File: src/verilog/scsi_ctl_pkg.sv
package scsi_ctl_pkg;
	// =========================================
	// register offsets
	localparam logic [7:0] destination_id_off = 8'h06;
	localparam logic [7:0] general_purpose_pins_off = 8'h07;
	localparam logic [7:0] first_byte_received_off = 8'h08;
	localparam logic [7:0] output_control_latch_off = 8'h09;
	localparam logic [7:0] selector_id_off = 8'h0a;
	localparam logic [7:0] bus_control_lines_off = 8'h0b;
	localparam logic [7:0] dma_status_off = 8'h0c;
	// =========================================
	// dma status and selector fields
	localparam int dma_fifo_empty_bit = 7;
	localparam int master_parity_error_bit = 6;
	localparam int bus_fault_bit = 5;
	localparam int aborted_flag_bit = 4;
	localparam int single_step_irq_bit = 3;
	localparam int script_irq_bit = 2;
	localparam int illegal_instr_bit = 0;
	localparam int selector_valid_bit = 7;
	// =========================================
	// reset values and offset limit
	localparam logic [7:0] first_byte_received_rst = 8'h00;
	localparam logic [7:0] output_control_latch_rst = 8'h00;
	localparam logic [2:0] destination_id_rst = 3'h0;
	localparam logic [7:0] selector_id_rst = 8'h00;
	localparam logic [6:0] dma_status_rst = 7'h00;
	localparam logic [3:0] max_offset_limit = 4'h8;
	// =========================================
	// information transfer phases, msg c/d i/o
	typedef enum logic [2:0] {
		phase_data_out = 3'b000,
		phase_data_in = 3'b001,
		phase_command = 3'b010,
		phase_status = 3'b011,
		phase_res_out = 3'b100,
		phase_res_in = 3'b101,
		phase_msg_out = 3'b110,
		phase_msg_in = 3'b111
	} phase_t;
endpackage
File: src/verilog/scsi_core_control_status_regs.sv
`timescale 1ns/1ps
module scsi_core_control_status_regs (
	input wire logic clock,
	input wire logic rst_n,
	input wire logic [7:0] host_addr,
	input wire logic host_wr,
	input wire logic host_rd,
	input wire logic [7:0] host_wdata,
	output logic [7:0] host_rdata,
	output logic host_rvalid,
	input wire logic script_wr,
	input wire logic [7:0] script_addr,
	input wire logic [7:0] script_wdata,
	input wire logic select_exec,
	input wire logic [2:0] select_exec_id,
	input wire logic [3:0] max_sync_offset,
	input wire logic [2:0] bus_phase,
	output logic [3:0] sync_offset_used,
	input wire logic [1:0] gp_pin_control_out,
	input wire logic [1:0] gp_pin_control_special,
	input wire logic [1:0] gp_special_out,
	input wire logic [1:0] gp_pins_in,
	output logic [1:0] gp_pins_out,
	output logic [1:0] gp_pins_oe,
	output logic [1:0] gp_pullup_en,
	input wire logic block_move_async_in,
	input wire logic [7:0] first_byte_in,
	input wire logic selection_phase,
	input wire logic dma_control_compat,
	input wire logic [7:0] scsi_data_in,
	output logic [7:0] bus_ctl_out,
	input wire logic [7:0] bus_ctl_in,
	input wire logic selected_done,
	input wire logic [7:0] selection_id_lines,
	input wire logic [2:0] own_id,
	input wire logic dma_fifo_empty,
	input wire logic parity_error_event,
	input wire logic test_four_parity_en,
	input wire logic bus_fault_event,
	input wire logic abort_request,
	input wire logic single_step_mode,
	input wire logic instr_done,
	input wire logic script_irq_event,
	input wire logic illegal_instr_event,
	input wire logic [6:0] dma_irq_enable,
	output logic dma_irq_pending,
	output logic [2:0] destination_id
);
	// =========================================
	// local signals
	logic [7:0] first_byte_reg;
	logic [7:0] ctl_latch_reg;
	logic [7:0] selector_reg;
	logic [6:0] dma_status_reg;
	logic [6:0] dma_events;
	logic [7:0] bus_sync1_reg;
	logic [7:0] bus_sync2_reg;
	logic [7:0] read_mux;
	logic [7:0] others;
	logic [1:0] gp_out_reg;
	logic dma_status_read;

	assign dma_status_read = host_rd && host_addr == scsi_ctl_pkg::dma_status_off;

	// highest id first, 7 down to 0
	function automatic logic [2:0] top_id(input logic [7:0] lines);
		logic [2:0] id;
		id = 3'h0;
		for (int i = 0; i < 8; i++) begin
			if (lines[i]) begin
				id = 3'(i);
			end
		end
		return id;
	endfunction

	function automatic logic [3:0] ones(input logic [7:0] lines);
		logic [3:0] n;
		n = 4'h0;
		for (int i = 0; i < 8; i++) begin
			n = n + {3'h0, lines[i]};
		end
		return n;
	endfunction

	// =========================================
	// synchronous offset selection
	always_ff @(posedge clock) begin
		if (!rst_n) begin
			sync_offset_used <= 4'h0;
		end else if ((bus_phase == scsi_ctl_pkg::phase_data_out
				|| bus_phase == scsi_ctl_pkg::phase_data_in)
				&& max_sync_offset <= scsi_ctl_pkg::max_offset_limit) begin
			sync_offset_used <= max_sync_offset;
		end else begin
			sync_offset_used <= 4'h0;
		end
	end

	// =========================================
	// destination id
	always_ff @(posedge clock) begin
		if (!rst_n) begin
			destination_id <= scsi_ctl_pkg::destination_id_rst;
		end else if (select_exec) begin
			destination_id <= select_exec_id;
		end else if (script_wr && script_addr == scsi_ctl_pkg::destination_id_off) begin
			destination_id <= script_wdata[2:0];
		end else if (host_wr && host_addr == scsi_ctl_pkg::destination_id_off) begin
			destination_id <= host_wdata[2:0];
		end
	end

	// =========================================
	// general purpose pins
	always_ff @(posedge clock) begin
		if (!rst_n) begin
			gp_out_reg <= 2'h0;
		end else if (script_wr && script_addr == scsi_ctl_pkg::general_purpose_pins_off) begin
			gp_out_reg <= script_wdata[1:0];
		end else if (host_wr && host_addr == scsi_ctl_pkg::general_purpose_pins_off) begin
			gp_out_reg <= host_wdata[1:0];
		end
	end

	// pull-up only while the pin is an input
	always_ff @(posedge clock) begin
		if (!rst_n) begin
			gp_pins_out <= 2'h0;
			gp_pins_oe <= 2'h0;
			gp_pullup_en <= 2'h3;
		end else begin
			for (int i = 0; i < 2; i++) begin
				gp_pins_oe[i] <= gp_pin_control_out[i] | gp_pin_control_special[i];
				gp_pins_out[i] <= gp_pin_control_special[i] ? gp_special_out[i] : gp_out_reg[i];
				gp_pullup_en[i] <= ~(gp_pin_control_out[i] | gp_pin_control_special[i]);
			end
		end
	end

	// =========================================
	// first byte received / accumulator
	always_ff @(posedge clock) begin
		if (!rst_n) begin
			first_byte_reg <= scsi_ctl_pkg::first_byte_received_rst;
		end else if (script_wr && script_addr == scsi_ctl_pkg::first_byte_received_off) begin
			first_byte_reg <= script_wdata;
		end else if (block_move_async_in) begin
			first_byte_reg <= first_byte_in;
		end else if (selection_phase && !dma_control_compat) begin
			first_byte_reg <= scsi_data_in;
		end
	end

	// =========================================
	// output control latch
	// host writes here collide with script updates; script wins the cycle
	always_ff @(posedge clock) begin
		if (!rst_n) begin
			ctl_latch_reg <= scsi_ctl_pkg::output_control_latch_rst;
		end else if (script_wr && script_addr == scsi_ctl_pkg::output_control_latch_off) begin
			ctl_latch_reg <= script_wdata;
		end else if (host_wr && host_addr == scsi_ctl_pkg::output_control_latch_off) begin
			ctl_latch_reg <= host_wdata;
		end
	end

	always_ff @(posedge clock) begin
		if (!rst_n) begin
			bus_ctl_out <= 8'h00;
		end else begin
			bus_ctl_out <= ctl_latch_reg;
		end
	end

	// =========================================
	// selector id
	assign others = selection_id_lines & ~(8'h01 << own_id);

	always_ff @(posedge clock) begin
		if (!rst_n) begin
			selector_reg <= scsi_ctl_pkg::selector_id_rst;
		end else if (selected_done) begin
			selector_reg[scsi_ctl_pkg::selector_valid_bit] <= ones(selection_id_lines) == 4'h2;
			selector_reg[6:3] <= 4'h0;
			selector_reg[2:0] <= top_id(others);
		end
	end

	// =========================================
	// bus control line synchroniser
	always_ff @(posedge clock) begin
		if (!rst_n) begin
			bus_sync1_reg <= 8'h00;
			bus_sync2_reg <= 8'h00;
		end else begin
			bus_sync1_reg <= bus_ctl_in;
			bus_sync2_reg <= bus_sync1_reg;
		end
	end

	// =========================================
	// dma status, sticky with set over read-clear
	assign dma_events = {
		test_four_parity_en && parity_error_event,
		bus_fault_event,
		abort_request,
		single_step_mode && instr_done,
		script_irq_event,
		1'b0,
		illegal_instr_event
	};

	always_ff @(posedge clock) begin
		if (!rst_n) begin
			dma_status_reg <= scsi_ctl_pkg::dma_status_rst;
		end else if (dma_status_read) begin
			dma_status_reg <= dma_events;
		end else begin
			dma_status_reg <= dma_status_reg | dma_events;
		end
	end

	// fifo empty stays out of the pending term
	always_ff @(posedge clock) begin
		if (!rst_n) begin
			dma_irq_pending <= 1'b0;
		end else if (dma_status_read) begin
			dma_irq_pending <= |(dma_events & dma_irq_enable);
		end else begin
			dma_irq_pending <= |((dma_status_reg | dma_events) & dma_irq_enable);
		end
	end

	// =========================================
	// host read path
	always_comb begin
		read_mux = 8'h00;
		unique case (host_addr)
			scsi_ctl_pkg::destination_id_off: read_mux = {5'h00, destination_id};
			scsi_ctl_pkg::general_purpose_pins_off: read_mux = {6'h00, gp_pins_in};
			scsi_ctl_pkg::first_byte_received_off: read_mux = first_byte_reg;
			scsi_ctl_pkg::output_control_latch_off: read_mux = ctl_latch_reg;
			scsi_ctl_pkg::selector_id_off: read_mux = selector_reg;
			scsi_ctl_pkg::bus_control_lines_off: read_mux = bus_sync2_reg;
			scsi_ctl_pkg::dma_status_off: read_mux = {dma_fifo_empty, dma_status_reg};
			default: read_mux = 8'h00;
		endcase
	end

	always_ff @(posedge clock) begin
		if (!rst_n) begin
			host_rdata <= 8'h00;
			host_rvalid <= 1'b0;
		end else begin
			host_rvalid <= host_rd;
			host_rdata <= host_rd ? read_mux : 8'h00;
		end
	end
endmodule

File: config.mk
export PLATFORM = sky130hd
export DESIGN_NAME = scsi_core_control_status_regs
export DESIGN_NICKNAME = d
export VERILOG_FILES = /design/src/verilog/scsi_ctl_pkg.sv /design/src/verilog/scsi_core_control_status_regs.sv
export SDC_FILE = /design/constraint.sdc
export NUM_CORES = 1
export LEC_CHECK = 0
export BUFFER_PORTS_ARGS = -buffer_cell sky130_fd_sc_hd__buf_2
export CAP_MARGIN = 20
export CORE_ASPECT_RATIO = 1.1
export CORE_MARGIN = 8
export CORE_UTILIZATION = 52
export DETAILED_ROUTE_END_ITERATION = 8
export GPL_ROUTABILITY_DRIVEN = 0
export GPL_TIMING_DRIVEN = 1
export PLACE_DENSITY = 0.88
export SYNTH_ARGS = -nofsm -noshare
export SYNTH_HDL_FRONTEND = slang
export SYNTH_SLANG_ARGS = --single-unit
File: constraint.sdc
create_clock -name clock -period 5.5 [get_ports clock]
set_input_delay 0.275 -clock clock [delete_from_list [all_inputs] [get_ports clock]]
set_output_delay 0.275 -clock clock [all_outputs]
set_load 0.05 [all_outputs]
* Yosys cells after proc, flatten, opt, wreduce, memory -nomap -nowiden
Index checks and enable logic that the tools add are counted.
W data, S select, Z words.
** Storage, ports and cells
- Output and inout port bits :: 31
- Input bits :: 111
- Bits in registers :: 76
** Cells by class
- Shifts and indexed selects :: 1
- Magnitude comparators :: 1
- Add/sub/neg operators :: 7
- Reduce and logical (&&, ||, !) cells :: 24
- Eq/ne operators :: 13
- Mux-type cells :: 22
- Bitwise gates (word level) :: 10
** Operators with widths (number)
- $eq A8 B4 Y1 const B :: 7
- $pmux W8 S7 :: 1
- $mux W8 :: 5
- $eq A8 B3 Y1 const B :: 4
- $mux W3 :: 9
- $add A4 B1 Y4 :: 4
- $and A7 B7 Y7 :: 2
- $reduce_or A7 Y1 :: 2
- $logic_and A1 B1 Y1 :: 12
- $and A8 B8 Y8 :: 1
- $not A8 Y8 :: 1
- $shl A1 B3 Y8 const A :: 1
- $mux W7 :: 1
- $or A7 B7 Y7 :: 1
- $reduce_bool A3 Y1 :: 2
- $add A3 B1 Y4 :: 1
- $eq A4 B2 Y1 const B :: 1
- $le A4 B4 Y1 const B :: 1
- $mux W1 :: 4
- $mux W2 :: 2
- $reduce_and A2 Y1 :: 2
- $reduce_bool A2 Y1 :: 2
- $add A2 B1 Y3 :: 1
- $eq A3 B1 Y1 const B :: 1
- 7 further kinds :: 10

* Logic depth before layout (Yosys ltp)
Gate-level depths: netlist (run 1).
- Depth in word-level cells :: 10
- Mapped depth :: 11
- Depth with buffers taken out :: 11

* Least setup slack after synthesis (run 1)
OpenSTA, ideal clock, no wires.
- Kind :: input port to flip-flop
- Start point :: in selection_id_lines[0]
- End point :: reg selector_reg[7]
- Path buffers :: 0
- Arrival time :: 2.695 ns
- Stages :: 10
- Library setup time :: 0.132 ns
- Required time :: 5.368 ns
- Path slack :: 2.672 ns
- Path through :: inv_1 > fa_1 > fa_1 > fa_1 > inv_1 > ha_1 > fa_1 > and3_1 > o21ai_0 > a21oi_1
** On the way
- Cells in the longest elaborated chain, start to end :: 8
** Ends and longest elaborated chain
- from (decl) :: line scsi_core_control_status_regs.sv:34 : input wire logic [7:0] selection_id_lines,
- $add A1 B1 Y2 :: line scsi_core_control_status_regs.sv:81 : n = n + {3'h0, lines[i]};
- $add A2 B1 Y3 :: line scsi_core_control_status_regs.sv:81
- $add A3 B1 Y4 :: line scsi_core_control_status_regs.sv:81
- $add A4 B1 Y4 (4 in series) :: line scsi_core_control_status_regs.sv:81
- $eq A4 B2 Y1 :: line scsi_core_control_status_regs.sv:184 : selector_reg[scsi_ctl_pkg::selector_valid_bit] <= ones(selection_id_lines) == 4'h2;
- to (signal assigned) :: line scsi_core_control_status_regs.sv:182 : selector_reg <= scsi_ctl_pkg::selector_id_rst;
- to (decl) :: line scsi_core_control_status_regs.sv:53 : logic [7:0] selector_reg;
Every way passes these cells.
A chain may end at the register's enable or synchronous reset.

* Worst setup path in the final report (run 1)
- Start point :: in selection_id_lines[1]
- End point :: reg selector_reg[7]
Same word-level chain as after synthesis.

==> flow_summary.yaml, run 1 <==
outcome:
  status: "completed"
sta:
  setup_viol: 0
  fmax_ghz: 0.368
  slew_viol_final: 0
  finalCritPeriodShare_pct: 49.4
  rsz0062_at_grt: "no"
  worst_slew_pin_slew_ps: 768
  slew_headroom_pct: 48.3
  finalHoldViolations: 0
  finalSetupTns_ps: 0
  period_needed_ps: 2720
  fin_worst_skew_ps: 10.7
final_layout:
  drive_gt1_share_pct: 34.7
  insertedDiodeCount: 0
  utilization_pct: 67.2
  area_growth_pct: 27.0
  fin_nets: 618
  fin_area_mm2: 0.00435
drt:
  wl_met2_mm: 4.82
  wl_met3_um: 805
  vias: 3213
  first_pass_iters: 5
  highest_layer: "met4"
  drc: 0
  ant_nets: 0
  drtIter0Drc: 222
  wl_met1_mm: 3.88
  post_drt_wl_per_cell_um: 16.6
  via_per_inst: 5.48
  drt-total-wl_mm: 9.72
global_routing:
  grt_pass1_wl_mm: 15.3
  overflow: 0
  grt.total_usage_pct: 20.6
  grt_max_degree: 44
  grt_pass1_vias: 3296
  grt_antenna_before_repair: 0
floorplan:
  rows: 31
  initial_utilization_pct: 52.9
  dieHeight_um: 101
  ios: 142
  core-area_mm2: 0.00648
  die-area_mm2: 0.00944
  chipWidth_um: 93.4
setup_path:
  crit_slowest_cell: "fa_1"
  startpoint_type: "input pin"
  critical_path.top_delay_family: "adder cells"
  worstSetupPathType: "in2reg"
  crit_top_cell: "fa_1"
  cp-end-kind: "flop"
  slowest_delay_ps: 490
  arrival_ps: 2920
  required_ps: 5700
  path_cells: "buf_2 > inv_1 > fa_1 > fa_1 > fa_1 > inv_1 > ha_1 > fa_1 > and3_1 > o21ai_0 > a21oi_1"
  critPathMaxFanout: 2
  critPathBufInv: 3
synth:
  netlist_area_mm2: 0.00343
  synthesis.nets: 485
  async_flop_share_pct: 0
  synth-edff-count: 0
  synth_area_leaders: "dfxtp_1, mux2_2, and2_1, mux2i_1, a21oi_1"
  ys_seq_elements: 75
  synthCells: 367
  yosysSeqAreaShare_pct: 43.8
  yosysWarnings: 0
  yosysTopAreaCell: "dfxtp_1"
  syn-mean-instance-area_um2: 9.33
  synth_top_area_share_pct: 43.8
  synth_cell_types: 44
  synth_top_flop_cell: "dfxtp_1"
cts:
  cts_tree: "built"
  cts_resized: 0
  clk_latency_ps: 350
  cts_made_buffers: 9
  htree_levels: 3
  cts_hold_buf: 0
  post_cts_buffers: 0
  root_buffer: "clkbuf_8"
  cts_sinks: 75
  clockBufferDepth: 2
  clk_pin_slew_ps: 70
placement:
  postPlaceCellArea_mm2: 0.00416
  dp_hpwl_mm: 7.32
  io_buffer_count: 139
power:
  leakage_nw: 1.97
  power_density_mw_per_mm2: 270
  vdd_ir_drop_max_uv: 168
run:
  cap_violations: 0
hold_path:
  hp-class: "in2reg"
==> cell families after synthesis <==
group | synth area share [%]
AND/OR/NAND/NOR | 19.5
AO/OA/AOI/OAI | 17.4
flip-flops | 43.8
multiplexers | 12.2
buffers and inverters | 3.65
adder cells (fa/ha/maj) | 3.43
==> metal layers <==
| layer | track usage [%] | vias to the layer above |
|---|---|---|
| met5 | 0 | - |
| met4 | 10.8 | 0 |
| met3 | 5.86 | 19 |
| met2 | 35.5 | 136 |
| met1 | 22.3 | 1472 |
| li1 | - | 1586 |
==> through the flow <==
step	power (mW)	std cells	setup WS (ps)	hold slack, ps
after floorplan	0.694	367	2670	383
after global placement	0.761	571	2510	417
after detailed placement	0.770	571	2420	418
after CTS	1.18	586	2780	117
after global routing	1.23	586	2690	118
final	1.17	586	2780	127
==> cell usage after synthesis (8+ instances only) <==
cell type / n
nand2_1: 18
inv_1: 16
o21ai_0: 22
dfxtp_1: 75
a21oi_1: 31
mux2i_1: 17
o211ai_1: 8
mux2_2: 18
nand3_1: 11
nor2_1: 20
clkbuf_1: 14
nand2b_1: 15
and2_1: 29
==> placed cells by master, fill, tap and decap left out, drive strengths merged, types with 3 or more instances in the layout <==
cell type | synthesis | final
a21o | 3 | 3
a21oi | 31 | 31
a22oi | 5 | 5
a32oi | 6 | 6
and2 | 29 | 29
buf | 3 | 139
clkbuf | 14 | 11
dfxtp | 75 | 75
fa | 4 | 4
ha | 3 | 3
inv | 16 | 16
mux2 | 18 | 18
mux2i | 17 | 17
nand2 | 18 | 18
nand2b | 15 | 15
nand3 | 11 | 11
nand4 | 7 | 7
nor2 | 20 | 20
nor3 | 3 | 3
nor3b | 3 | 3
nor4 | 3 | 3
o211ai | 8 | 8
o21ai | 22 | 22
o221ai | 4 | 4
o22ai | 3 | 3
==> power breakdown <==
| part | total, mW | internal [mW] | switching, mW |
|---|---|---|---|
| Clock | 0.414 | 0.220 | 0.194 |
| Combinational | 0.186 | 0.0831 | 0.102 |
| Sequential | 0.574 | 0.564 | 0.00970 |
==> final cells by class <==
class                   instances  area [um^2]
clock buffers                  11          141
clock inverters                 4         51.3
fillers                       519         2130
inverters                      16         60.1
multi-input cells             259         1800
flip-flops and latches         75         1500
well taps                      82          103
repair buffers                139          696
==> worst paths after layout <==
check,startpoint,to,slack (ps),cells past startpoint
min,bus_ctl_in[3],bus_sync1_reg[3]$_SDFF_PN0_,130,2
max,selection_id_lines[1],selector_reg[7]$_SDFFE_PN0P_,2780,11
max reg2reg,ctl_latch_reg[1]$_SDFFE_PN0P_,host_rdata[1]$_SDFF_PN0_,4290,3
min reg2reg,bus_sync1_reg[4]$_SDFF_PN0_,bus_sync2_reg[4]$_SDFF_PN0_,440,1
Power figures use the tool's default switching activity.
==> run 2: changes to the inputs <==
Settings changed: CORE_UTILIZATION 52 to 43, PLACE_DENSITY 0.88 to 0.78.
Clock period 5.5 ns to 2.3 ns, I/O delays scaled along.
==> flow_summary.yaml, run 2 (synthesized netlist as in run 1, its figures left out) <==
drt:
  wl_met2_mm: 4.84
  drt-total-wl_mm: 10.0
  wl_met1_mm: 4.01
  first_pass_iters: 4
  via_per_inst: 5.19
  post_drt_wl_per_cell_um: 15.7
  drtIter0Drc: 143
  wl_met3_um: 969
  vias: 3295
  drc: 0
  ant_nets: 0
  highest_layer: "met4"
sta:
  finalHoldViolations: 0
  worst_slew_pin_slew_ps: 672
  period_needed_ps: 2470
  setup_viol: 1
  setup_slack_ps: -166
  rsz0062_at_grt: "yes"
  fin_worst_skew_ps: 10.7
  slew_headroom_pct: 55.1
  fmax_ghz: 0.406
  finalCritPeriodShare_pct: 107
  slew_viol_final: 0
setup_path:
  path_depth: 12
  critical_path.top_delay_family: "adder cells"
  cp-end-kind: "flop"
  worstSetupPathType: "in2reg"
  path_cells: "buf_6 > inv_4 > fa_1 > fa_1 > fa_1 > inv_1 > ha_2 > fa_1 > nand2_1 > nor2_1 > o21ai_1 > a21oi_1"
  crit_top_cell: "fa_1"
  required_ps: 2570
  startpoint_type: "input pin"
  critPathBufInv: 3
  arrival_ps: 2740
  critPathMaxFanout: 2
  slowest_delay_ps: 540
  crit_slowest_cell: "fa_1"
  r2r_cells: 4
power:
  power_density_mw_per_mm2: 621
  leakage_nw: 2.07
  vdd_ir_drop_max_uv: 270
  p_total_mw: 2.87
global_routing:
  overflow: 0
  grt_pass1_wl_mm: 16.0
  grt_max_degree: 41
  grt_antenna_before_repair: 0
  grt_pass1_vias: 3440
  grt.total_usage_pct: 18.2
final_layout:
  layout_commonest_cell: "buf_2"
  area_growth_pct: 34.8
  multi_input_area_mm2: 0.00180
  utilization_pct: 59.0
  insertedDiodeCount: 0
  fin_area_mm2: 0.00462
  fillerInstances: 734
  layout_common_cells: "buf_2, dfxtp_1, a21oi_1"
  fin_nets: 640
  drive_gt1_share_pct: 35.3
  seqCellArea_mm2: 0.00150
placement:
  io_buffer_count: 139
  dp_hpwl_mm: 7.61
  postPlaceCellArea_mm2: 0.00424
run:
  cap_violations: 0
cts:
  cts_tree: "built"
  clk_latency_ps: 350
  cts_made_buffers: 9
  cts_sinks: 75
  htree_levels: 3
  root_buffer: "clkbuf_8"
  clk_pin_slew_ps: 70
  clockBufferDepth: 2
floorplan:
  core-area_mm2: 0.00783
  initial_utilization_pct: 43.8
  rows: 34
  die-area_mm2: 0.0111
  chipWidth_um: 101
  ios: 142
  dieHeight_um: 110
hold_path:
  hp-class: "in2reg"
  hold-path-cell-count: 3
outcome:
  failed_checks: "negative setup slack"
  status: "complete, but fails checks"
==> run 2: changes by cell type in the layout (fill, tap and decap cells not counted), sizes merged <==
cell         previous run  this run
inv                    16        17
dlygate4sd3             0        16
clkinvlp                1         3
clkinv                  2         0
buf                   139       145
==> run 2: routing by layer <==
layer,vias up,global-route usage [%]
li1,1631,-
met1,1500,20.4
met2,148,31.8
met3,16,5.00
met4,0,7.77
met5,-,0
==> run 2: area by class of cell <==
cell class | count | area share, %
multi-input cells | 259 | 39.0
flip-flops and latches | 75 | 32.5
repair buffers | 161 | 19.8
clock buffers | 11 | 3.06
well taps | 108 | 2.93
inverters | 16 | 1.36
clock inverters | 5 | 1.33
==> run 2: metrics by stage <==
stage	setup slack, ps	hold WS (ps)	TNS, ps	instances
floorplan	-348	223	-348	367
global placement	-490	324	-490	603
detailed placement	-600	326	-600	603
CTS	-156	1.08	-156	635
global route	-273	7.90	-273	635
finish	-166	5.66	-166	635
==> run 2: final timing paths <==
kind                                  end                         start  slack, ps
max          selector_reg[7]$_SDFFE_PN0P_         selection_id_lines[0]       -170
min          dma_status_reg[2]$_SDFF_PN0_              script_irq_event          6
max reg2reg      host_rdata[0]$_SDFF_PN0_  selector_reg[0]$_SDFFE_PN0P_       1100
min reg2reg   bus_sync2_reg[1]$_SDFF_PN0_   bus_sync1_reg[1]$_SDFF_PN0_        430
==> run 2: worst register-to-register path: cells and delay by family, from the launching register on <==
kind               cells  cell delay [ps]
muxes                  1              270
AOI/OAI and AO/OA      3              490
DFF                    1              320
==> run 2: repair_timing <==
item                                    CTS  global route
setup buffers                             0             0
gates resized for setup                   5             1
pin swaps                                 4             0
endpoints found under the hold margin    16             0
endpoints found under the setup margin    1             1
hold buffers                             16             0
==> run 2: power breakdown <==
part           switching [mW]  internal, mW
combinational           0.249         0.225
clock                   0.489         0.535
sequential             0.0222          1.35
==> run 3: changes to the inputs <==
Settings changed: CORE_UTILIZATION 43 to 48, PLACE_DENSITY 0.78 to 0.82.
Clock period 2.3 ns to 2.6 ns, I/O delays scaled along.
==> flow_summary.yaml, run 3 (synthesized netlist as in run 1, its figures left out) <==
outcome:
  status: "completed"
power:
  p_total_mw: 2.59
  leakage_nw: 2.04
  vdd_ir_drop_max_uv: 410
  power_density_mw_per_mm2: 575
sta:
  finalHoldViolations: 0
  setup_slack_ps: 88.3
  period_needed_ps: 2510
  setup_viol: 0
  fin_worst_skew_ps: 11.6
  finalSetupTns_ps: 0
  hold_ws_ps: 9.20
  fmax_ghz: 0.398
  slew_headroom_pct: 45.2
  finalCritPeriodShare_pct: 96.6
  worst_slew_pin_slew_ps: 815
  slew_viol_final: 0
  rsz0062_at_grt: "no"
floorplan:
  core-area_mm2: 0.00697
  ios: 142
  dieHeight_um: 105
  chipWidth_um: 96.6
  initial_utilization_pct: 49.2
  die-area_mm2: 0.0101
  rows: 32
setup_path:
  r2r_end: "host_rdata[0]$_SDFF_PN0_"
  cp-end-kind: "flop"
  arrival_ps: 2780
  crit-reg2reg-launch: "selector_reg[0]$_SDFFE_PN0P_"
  r2r_cells: 4
  regToRegSetupSlack_ps: 1390
  required_ps: 2870
  startpoint_type: "input pin"
  critPathMaxFanout: 2
  worstSetupPathType: "in2reg"
placement:
  dp.cells: 577
  dp_hpwl_mm: 7.49
  dp_slack_ps: -308
  io_buffer_count: 139
final_layout:
  fillerInstances: 603
  drive_gt1_share_pct: 34.9
  layout_commonest_cell: "buf_2"
  multi_input_area_mm2: 0.00180
  area_growth_pct: 31.4
  insertedDiodeCount: 0
  fin_nets: 631
  seqCellArea_mm2: 0.00150
  layout.cells.non_filler: 601
  layout_common_cells: "buf_2, dfxtp_1, a21oi_1"
drt:
  ant_nets: 0
  first_pass_iters: 4
  drtIter0Drc: 176
  drc: 0
  drt-total-wl_mm: 9.76
  vias: 3212
  via_per_inst: 5.34
  post_drt_wl_per_cell_um: 16.2
cts:
  clk_latency_ps: 350
  cts_tree: "built"
  cts_sinks: 75
  clk_pin_slew_ps: 80
  cts_made_buffers: 9
  htree_levels: 3
  clockBufferDepth: 2
  root_buffer: "clkbuf_8"
run:
  cap_violations: 0
global_routing:
  grt.total_usage_pct: 18.6
  grt_pass1_vias: 3232
  grt_max_degree: 44
  overflow: 0
  grt_pass1_wl_mm: 15.0
  grt_antenna_before_repair: 0
hold_path:
  hp-class: "in2reg"
  hold-path-cell-count: 2
  hold_path_end: "sync_offset_used[3]$_SDFF_PN0_"
  hold_path_startpoint: "max_sync_offset[3]"
==> run 3: changes by cell type in the layout (fill, tap and decap cells not counted), sizes merged <==
| cell | previous run | this run |
|---|---|---|
| dlygate4sd3 | 16 | 10 |
| buf | 145 | 142 |
| bufinv | 1 | 2 |
| inv | 17 | 16 |
| clkinv | 0 | 1 |
| clkinvlp | 3 | 1 |
| clkbuf | 11 | 10 |
==> run 3: worst max-delay path by stage <==
| stage | cells after the start | from | end |
|---|---|---|---|
| after floorplan | 11 | selection_id_lines[3] | selector_reg[7]$_SDFFE_PN0P_ |
| after global placement | 12 | selection_id_lines[3] | selector_reg[7]$_SDFFE_PN0P_ |
| final | 12 | selection_id_lines[0] | selector_reg[7]$_SDFFE_PN0P_ |
| after global routing | 12 | selection_id_lines[3] | selector_reg[7]$_SDFFE_PN0P_ |
| after detailed placement | 12 | selection_id_lines[3] | selector_reg[7]$_SDFFE_PN0P_ |
| after CTS | 12 | selection_id_lines[3] | selector_reg[7]$_SDFFE_PN0P_ |
==> run 3: repair_timing <==
action	CTS	global route
hold buffers	9	1
buffers inserted	0	0
endpoints found under the hold margin	9	1
setup endpoints to repair	0	1
gates resized for setup	0	1
==> run 3: routing by layer <==
| metal | wire [um] | track usage [%] | vias to the layer above |
|---|---|---|---|
| met5 | 0 | 0 | - |
| met4 | 209 | 6.72 | 0 |
| met3 | 805 | 5.65 | 18 |
| met2 | 4900 | 31.9 | 114 |
| met1 | 3840 | 21.0 | 1470 |
| li1 | - | - | 1610 |
==> run 3: power breakdown <==
group	total, mW	internal, mW	switching, mW
Combinational	0.411	0.190	0.221
Sequential	1.21	1.19	0.0202
Clock	0.963	0.557	0.405
Total	2.59	1.94	0.646
==> run 3: per-stage QoR <==
stage / util, % / cell area (um^2)
6_report: 64.6 / 4500
5_1_grt: 64.6 / 4500
4_1_cts: 64.5 / 4490
3_5_place_dp: 60.1 / 4190
3_3_place_gp: 60.1 / 4190
2_1_floorplan: - / 3430
==> run 3: area by class of cell <==
cell class | count | area share [%]
clock buffer | 10 | 3.06
multi-input combinational | 259 | 40.0
clock inverter | 4 | 1.70
sequential | 75 | 33.4
tap | 85 | 2.36
timing repair buffer | 152 | 18.2
inverter | 16 | 1.33
==> run 3: worst max-delay path: stages <==
cell and delay (ps):
buf_2 70, inv_1 40, fa_1 560, fa_1 430, fa_1 500, inv_1 50, ha_2 180, fa_1 490
nand2_1 50, nor2_1 80, o21ai_1 60, a21oi_1 130
